--- config.mk ---
export PLATFORM = sky130hd
export DESIGN_NAME = cap_top
export DESIGN_NICKNAME = d
export VERILOG_FILES = /design/src/rtl/cap_pkg.sv /design/src/rtl/cap_sync.sv /design/src/rtl/cap_top.sv
export VERILOG_INCLUDE_DIRS = /design/src /design/src/rtl
export SDC_FILE = /design/constraint.sdc
export NUM_CORES = 1
export LEC_CHECK = 0
export BUFFER_PORTS_ARGS = -buffer_cell sky130_fd_sc_hd__buf_2
export CAP_MARGIN = 20
export CORE_MARGIN = 5
export CORE_UTILIZATION = 45
export CTS_CLUSTER_DIAMETER = 50
export DETAILED_ROUTE_END_ITERATION = 8
export PLACE_DENSITY = 0.72
export SYNTH_ARGS = -nofsm -noshare
export SYNTH_HDL_FRONTEND = slang
export SYNTH_SLANG_ARGS = --single-unit
--- constraint.sdc ---
create_clock -name i_clk -period 5.9 [get_ports i_clk]
set_clock_uncertainty 0.2 [all_clocks]
set_input_delay 1.18 -clock i_clk [delete_from_list [all_inputs] [get_ports i_clk]]
set_output_delay 1.18 -clock i_clk [all_outputs]
set_load 0.005 [all_outputs]
--- src/rtl/cap_defs.svh ---
`ifndef CAP_DEFS_SVH
`define CAP_DEFS_SVH
`define CAP_ADDR_W 30
`define CAP_LINE_W 28
`define CAP_DEF_W 3
`define CAP_A20_IDX 18
`define CAP_SYNC_W 31
// mask, hold and snoop strobe come out of reset high, inward address lines low
`define CAP_SYNC_RST 31'h70000000
`define CAP_EXT_SNOOP_STROBE_N_FIRST 2'h2
`define CAP_DEF_WB_WRITE 3'h7
`endif

--- src/rtl/cap_pkg.sv ---
package cap_pkg;
   typedef enum logic [2:0] {CAP_IDLE, CAP_ADDR, CAP_DATA, CAP_WB_ADDR, CAP_WB_DATA} cap_state_e;
endpackage

--- src/rtl/cap_sync.sv ---
`timescale 1ns/1ps
module cap_sync #(
   parameter int WIDTH = 1,
   parameter logic [WIDTH-1:0] RST_VAL = '0
) (
   input wire logic i_clk,
   input wire logic i_rst,
   input wire logic [WIDTH-1:0] i_d,
   output logic [WIDTH-1:0] o_q
);
   logic [WIDTH-1:0] meta_reg;
   logic [WIDTH-1:0] q_reg;

   // reset to each pin's RST_VAL; idle for all but hold, which resets asserted until the pin is seen
   always_ff @(posedge i_clk or posedge i_rst)
   begin
      if (i_rst)
      begin
         meta_reg <= RST_VAL;
         q_reg <= RST_VAL;
      end
      else
      begin
         meta_reg <= i_d;
         q_reg <= meta_reg;
      end
   end

   assign o_q = q_reg;
endmodule

--- src/rtl/cap_top.sv ---
`timescale 1ns/1ps
`include "cap_defs.svh"
module cap_top
   import cap_pkg::*;
(
   input wire logic i_clk,
   input wire logic i_rst,
   input wire logic i_addr20_mask_n,
   input wire logic i_addr_hold_req,
   input wire logic i_ext_snoop_strobe_n,
   input wire logic [`CAP_LINE_W-1:0] i_phys_addr_bus,
   input wire logic i_bus_hold,
   input wire logic i_cyc_req,
   input wire logic [`CAP_ADDR_W-1:0] i_cyc_addr,
   input wire logic [`CAP_DEF_W-1:0] i_cyc_def,
   input wire logic i_cyc_mem,
   input wire logic i_cyc_done,
   input wire logic [`CAP_ADDR_W-1:0] i_lookup_addr,
   input wire logic i_snoop_done,
   input wire logic i_snoop_hit_mod,
   output logic [`CAP_ADDR_W-1:0] o_phys_addr_bus,
   output logic o_phys_addr_bus_oe,
   output logic o_addr_strobe_n,
   output logic o_addr_strobe_oe,
   output logic [`CAP_DEF_W-1:0] o_cyc_def,
   output logic o_cyc_accept,
   output logic o_data_phase,
   output logic [`CAP_ADDR_W-1:0] o_lookup_addr,
   output logic o_snoop_req,
   output logic [`CAP_LINE_W-1:0] o_snoop_addr,
   output logic o_snoop_hit_modified_n
);
   typedef struct packed {
      cap_state_e st;
      logic [`CAP_ADDR_W-1:0] addr;
      logic [`CAP_DEF_W-1:0] def;
      logic strobe_n;
      logic addr_oe;
      logic strobe_oe;
      logic accept;
      logic data_act;
      logic [`CAP_ADDR_W-1:0] lookup;
      logic snoop_req;
      logic snoop_busy;
      logic [`CAP_LINE_W-1:0] snoop_addr;
      logic snoop_hit_modified_n_n;
      logic wb_pend;
      logic [1:0] hold_cnt;
      logic ext_snoop_strobe_n_blk;
   } cap_regs_s;

   cap_regs_s s_reg;
   cap_regs_s s_next;
   logic [`CAP_SYNC_W-1:0] sync_q;
   logic mask_n_s;
   logic hold_s;
   logic ext_snoop_strobe_n_n_s;
   logic [`CAP_LINE_W-1:0] ain_s;
   logic start_cyc;
   logic start_wb;
   logic ext_snoop_strobe_n_ok;

   // clears bit 18 of a word address (byte address bit 20) when the mask is active
   function automatic logic [`CAP_ADDR_W-1:0] cap_mask20(
      input logic [`CAP_ADDR_W-1:0] a,
      input logic mask_n
   );
      logic [`CAP_ADDR_W-1:0] r;
      r = a;
      if (!mask_n)
      begin
         r[`CAP_A20_IDX] = 1'b0;
      end
      return r;
   endfunction

   // mask, hold, snoop strobe and address pins cross two flops; address and snoop strobe share the latency so they stay aligned
   // hold reads as asserted until the pin itself is seen, so the bus stays off after reset
   cap_sync #(
      .WIDTH(`CAP_SYNC_W),
      .RST_VAL(`CAP_SYNC_RST)
   ) u_sync (
      .i_clk(i_clk),
      .i_rst(i_rst),
      .i_d({i_addr20_mask_n, i_addr_hold_req, i_ext_snoop_strobe_n, i_phys_addr_bus}),
      .o_q(sync_q)
   );
   assign mask_n_s = sync_q[`CAP_SYNC_W-1];
   assign hold_s = sync_q[`CAP_SYNC_W-2];
   assign ext_snoop_strobe_n_n_s = sync_q[`CAP_SYNC_W-3];
   assign ain_s = sync_q[`CAP_LINE_W-1:0];

   // write-back wins over new cycles; new cycles wait out any address hold
   assign start_wb = (s_reg.st == CAP_IDLE) && s_reg.wb_pend && !i_bus_hold;
   assign start_cyc = (s_reg.st == CAP_IDLE) && !s_reg.wb_pend && i_cyc_req
      && !hold_s && !i_bus_hold;
   // snoop strobe seen only from the third clock of hold, not while hit pending
   assign ext_snoop_strobe_n_ok = hold_s && (s_reg.hold_cnt == `CAP_EXT_SNOOP_STROBE_N_FIRST) && !ext_snoop_strobe_n_n_s
      && !s_reg.ext_snoop_strobe_n_blk && s_reg.snoop_hit_modified_n_n && !s_reg.snoop_busy;

   always_comb
   begin
      s_next = s_reg;
      s_next.accept = 1'b0;
      s_next.snoop_req = 1'b0;
      s_next.strobe_n = 1'b1;
      s_next.lookup = cap_mask20(i_lookup_addr, mask_n_s);
      s_next.hold_cnt = !hold_s ? 2'h0 :
         (s_reg.hold_cnt == `CAP_EXT_SNOOP_STROBE_N_FIRST) ? s_reg.hold_cnt : s_reg.hold_cnt + 2'h1;
      s_next.ext_snoop_strobe_n_blk = ext_snoop_strobe_n_ok || !s_reg.strobe_n;
      case (s_reg.st)
         CAP_IDLE:
         begin
            if (start_wb)
            begin
               s_next.st = CAP_WB_ADDR;
               s_next.addr = {s_reg.snoop_addr, 2'b00};
               s_next.def = `CAP_DEF_WB_WRITE;
               s_next.strobe_n = 1'b0;
            end
            else if (start_cyc)
            begin
               s_next.st = CAP_ADDR;
               // memory cycles only; i/o space is never wrapped
               s_next.addr = i_cyc_mem ? cap_mask20(i_cyc_addr, mask_n_s) : i_cyc_addr;
               s_next.def = i_cyc_def;
               s_next.strobe_n = 1'b0;
               s_next.accept = 1'b1;
            end
         end
         CAP_ADDR:
         begin
            s_next.st = CAP_DATA;
         end
         CAP_DATA:
         begin
            // completion is taken regardless of address hold
            if (i_cyc_done)
            begin
               s_next.st = CAP_IDLE;
            end
         end
         CAP_WB_ADDR:
         begin
            s_next.st = CAP_WB_DATA;
         end
         CAP_WB_DATA:
         begin
            if (i_cyc_done)
            begin
               s_next.st = CAP_IDLE;
               s_next.wb_pend = 1'b0;
               s_next.snoop_hit_modified_n_n = 1'b1;
            end
         end
         default:
         begin
            s_next.st = CAP_IDLE;
         end
      endcase
      s_next.data_act = (s_next.st == CAP_DATA) || (s_next.st == CAP_WB_DATA)
         || (s_next.st == CAP_ADDR) || (s_next.st == CAP_WB_ADDR);
      if (ext_snoop_strobe_n_ok)
      begin
         s_next.snoop_req = 1'b1;
         s_next.snoop_busy = 1'b1;
         s_next.snoop_addr = ain_s;
      end
      else if (i_snoop_done && s_reg.snoop_busy)
      begin
         s_next.snoop_busy = 1'b0;
         if (i_snoop_hit_mod)
         begin
            s_next.wb_pend = 1'b1;
            s_next.snoop_hit_modified_n_n = 1'b0;
         end
      end
      // the held bus floats the clock after hold is seen, except for write-back
      s_next.addr_oe = !i_bus_hold && (!hold_s || (s_next.st == CAP_WB_ADDR)
         || (s_next.st == CAP_WB_DATA));
      s_next.strobe_oe = !i_bus_hold;
   end

   // reset leaves address lines floating, so a hold during reset is already met
   always_ff @(posedge i_clk or posedge i_rst)
   begin
      if (i_rst)
      begin
         s_reg <= '{st: CAP_IDLE, addr: '0, def: '0, strobe_n: 1'b1, addr_oe: 1'b0,
            strobe_oe: 1'b1, accept: 1'b0, data_act: 1'b0, lookup: '0, snoop_req: 1'b0,
            snoop_busy: 1'b0, snoop_addr: '0, snoop_hit_modified_n_n: 1'b1, wb_pend: 1'b0, hold_cnt: 2'h0,
            ext_snoop_strobe_n_blk: 1'b0};
      end
      else
      begin
         s_reg <= s_next;
      end
   end

   assign o_phys_addr_bus = s_reg.addr;
   assign o_phys_addr_bus_oe = s_reg.addr_oe;
   assign o_addr_strobe_n = s_reg.strobe_n;
   assign o_addr_strobe_oe = s_reg.strobe_oe;
   assign o_cyc_def = s_reg.def;
   assign o_cyc_accept = s_reg.accept;
   assign o_data_phase = s_reg.data_act;
   assign o_lookup_addr = s_reg.lookup;
   assign o_snoop_req = s_reg.snoop_req;
   assign o_snoop_addr = s_reg.snoop_addr;
   assign o_snoop_hit_modified_n = s_reg.snoop_hit_modified_n_n;
endmodule

==> qor.csv <==
metric,value,unit
setup_violations,0,
synth_edf_count,0,
drive_gt1_share,49.6,%
path_class,in -> reg,
drc,0,
wl_per_cell,16.9,um
cts_tree,yes,
drt-total-wl,12500,um
worstSetupStartpoint,i_cyc_req,
first_global_vias,3964,
netlist_instances,433,
ir_drop,0.000238,V
grt_usage,16.2,%
path_clk_slew,60,ps
io_pins,200,
netlist_area,0.00617,sq mm
clock_latency,410,ps
yosysMostFrequentCell,dfrtp_1,
yosys.cell_types.count,35,
cts-root-buf,clkbuf_16,
grt_antenna_before_repair,1,
grt_pass1_wl,20300,um
cp.arrival,2980,ps
cp-endpoint,o_data_phase,
rsz0062_at_grt,no,
synth_area_per_cell,14.2,sq um
place_hpwl,8890,um
synth_ff_type,dfrtp_1,
die_x,127,um
fmax,0.347,GHz
placementRows,42,
ys_ff_latch,168,
synth_top_area_share,64.5,%
cts_resized,0,
crit-reg2reg-launch,s_reg[3],
worstPathMaxFanout,32,
place_congestion,0.763,
p_leak,3.71,nW
initial_utilization,46.2,%
post_cts_buffers,0,
final_max_slew_viol_count,0,
antenna_left,0,
powerDensity,469,mW/mm^2
rr_worst_depth,6,
cts_sinks,168,
grt_max_degree,65,
fp.dieH,127,um
status,completed,
ys_top_cells_by_area,"dfrtp_1 65%, buf_4 11%, mux2_4 6.6%",
async_flop_share,100,%
core,0.0133,sq mm
startpoint_type,primary input,
synth_largest_area_cell,dfrtp_1,
worstMarginPinSlew,920,ps
cts_buffer_depth,2,
finish.net_count,654,
hold_buffers,0,
synth_common_cells,"159 x dfrtp_1, 93 x buf_4, 37 x nand2_1",
timing.rr.end,o_data_phase,
viasPerCell,4.76,
synth_nets,536,
cts_buffers,17,
fin_crit_sh,48.9,%
final_hold_viol_count,0,
crit_path_end_kind,register,
setup_ws,3020,ps
cts_max_level,4,
r2r_slack,3250,ps
max_slew_margin,38.5,%
dp_slack,2590,ps
min_path_type,reg -> reg,
fin_crit,2880,ps
dr.first_iter.drc_count,131,
critical_path_required,5990,ps
drv_cap,0,
max_stage_delay,740,ps
ys_seq_area_share,68.3,%
vias,3522,
yosysWarnings,0,
overflow,0,
die-area,0.0161,sq mm
diodes,0,
layout-area-overhead-vs-synth,18.0,%
drt_first_pass_iters,4,
setup_tns,0,ps
io_buffers,199,
cp_slowest_cell,o21ai_4,
cp_cell_sequence,"buf_2, nor3b_4, buf_4, o21ai_4, inv_2, or3_1",
how the worst min path moves through the flow:
stage,from,endpoint,cells after the start
finish,u_sync.meta_reg[12],u_sync.o_q[12],0
global route,u_sync.meta_reg[19],u_sync.o_q[19],0
CTS,u_sync.meta_reg[2],u_sync.o_q[2],0
detailed placement,u_sync.meta_reg[2],u_sync.o_q[2],0
global placement,u_sync.meta_reg[10],u_sync.o_q[10],0
floorplan,u_sync.meta_reg[0],u_sync.o_q[0],0
routing by layer:
metal	wire length, um	global-route usage, %	vias up
met5	13	0	-
met4	199	6.69	2
met3	1040	5.97	20
met2	6290	26.1	158
met1	4980	19.9	1747
li1	-	-	1595
kinds of logic after synthesis:
logic type                 share of synthesized area, %
adders and majority gates                         0.203
AOI/OAI and AO/OA                                  7.44
xor gates and xnor gates                          0.142
buffers and inverters                              13.0
muxes                                              6.75
DFF                                                68.3
and+or+nand+nor                                    4.08
critical path: cells and delay by family:
family	cells	cell delay (ps)
AND/OR/NAND/NOR	2	540
AO/OA/AOI/OAI	1	740
buffers and inverters	3	510
stage by stage:
| step | total power [W] | std cells | utilization [%] | cell area, sq um | hold slack (ps) |
|---|---|---|---|---|---|
| 2_1_floorplan | 0.00223 | 433 | - | 6170 | 131 |
| 3_3_place_gp | 0.00232 | 707 | 49.9 | 6670 | 134 |
| 4_1_cts | 0.00346 | 739 | 54.4 | 7260 | 149 |
| 3_5_place_dp | 0.00236 | 707 | 49.9 | 6670 | 135 |
| 6_report | 0.00342 | 740 | 54.5 | 7280 | 147 |
| 5_1_grt | 0.00362 | 740 | 54.5 | 7280 | 153 |
layout make-up:
cell class | instances | area [sq um]
repair buffers | 205 | 1050
clock inverters | 11 | 123
clock buffers | 21 | 470
well taps | 176 | 220
inverters | 8 | 33.8
multi-input cells | 151 | 1160
flip-flops and latches | 168 | 4220
fillers | 1119 | 6070
layout by cell type, fill, tap and decap left out, types with 2 or more instances in the layout:
| cell type | synthesis | final |
|---|---|---|
| o21ai_1 | 2 | 2 |
| a32oi_1 | 2 | 2 |
| inv_1 | 7 | 6 |
| buf_2 | 4 | 199 |
| a22oi_1 | 27 | 27 |
| clkinv_4 | 0 | 2 |
| dfstp_2 | 9 | 9 |
| clkbuf_8 | 0 | 3 |
| a22o_1 | 2 | 2 |
| o21ai_0 | 28 | 28 |
| nand2_1 | 37 | 37 |
| clkinv_2 | 0 | 3 |
| and2_1 | 3 | 3 |
| clkinvlp_4 | 0 | 5 |
| o22a_1 | 3 | 3 |
| nor2_1 | 3 | 3 |
| clkbuf_16 | 0 | 17 |
| dfrtp_1 | 159 | 159 |
| buf_4 | 93 | 5 |
| mux2_4 | 27 | 27 |
| bufinv_16 | 0 | 2 |
power breakdown:
| group | internal [W] | switching (W) |
|---|---|---|
| Combinational | 0.000393 | 0.000360 |
| Sequential | 0.00141 | 0.000170 |
| Clock | 0.000655 | 0.000430 |
(Power assumes the default switching activity.)
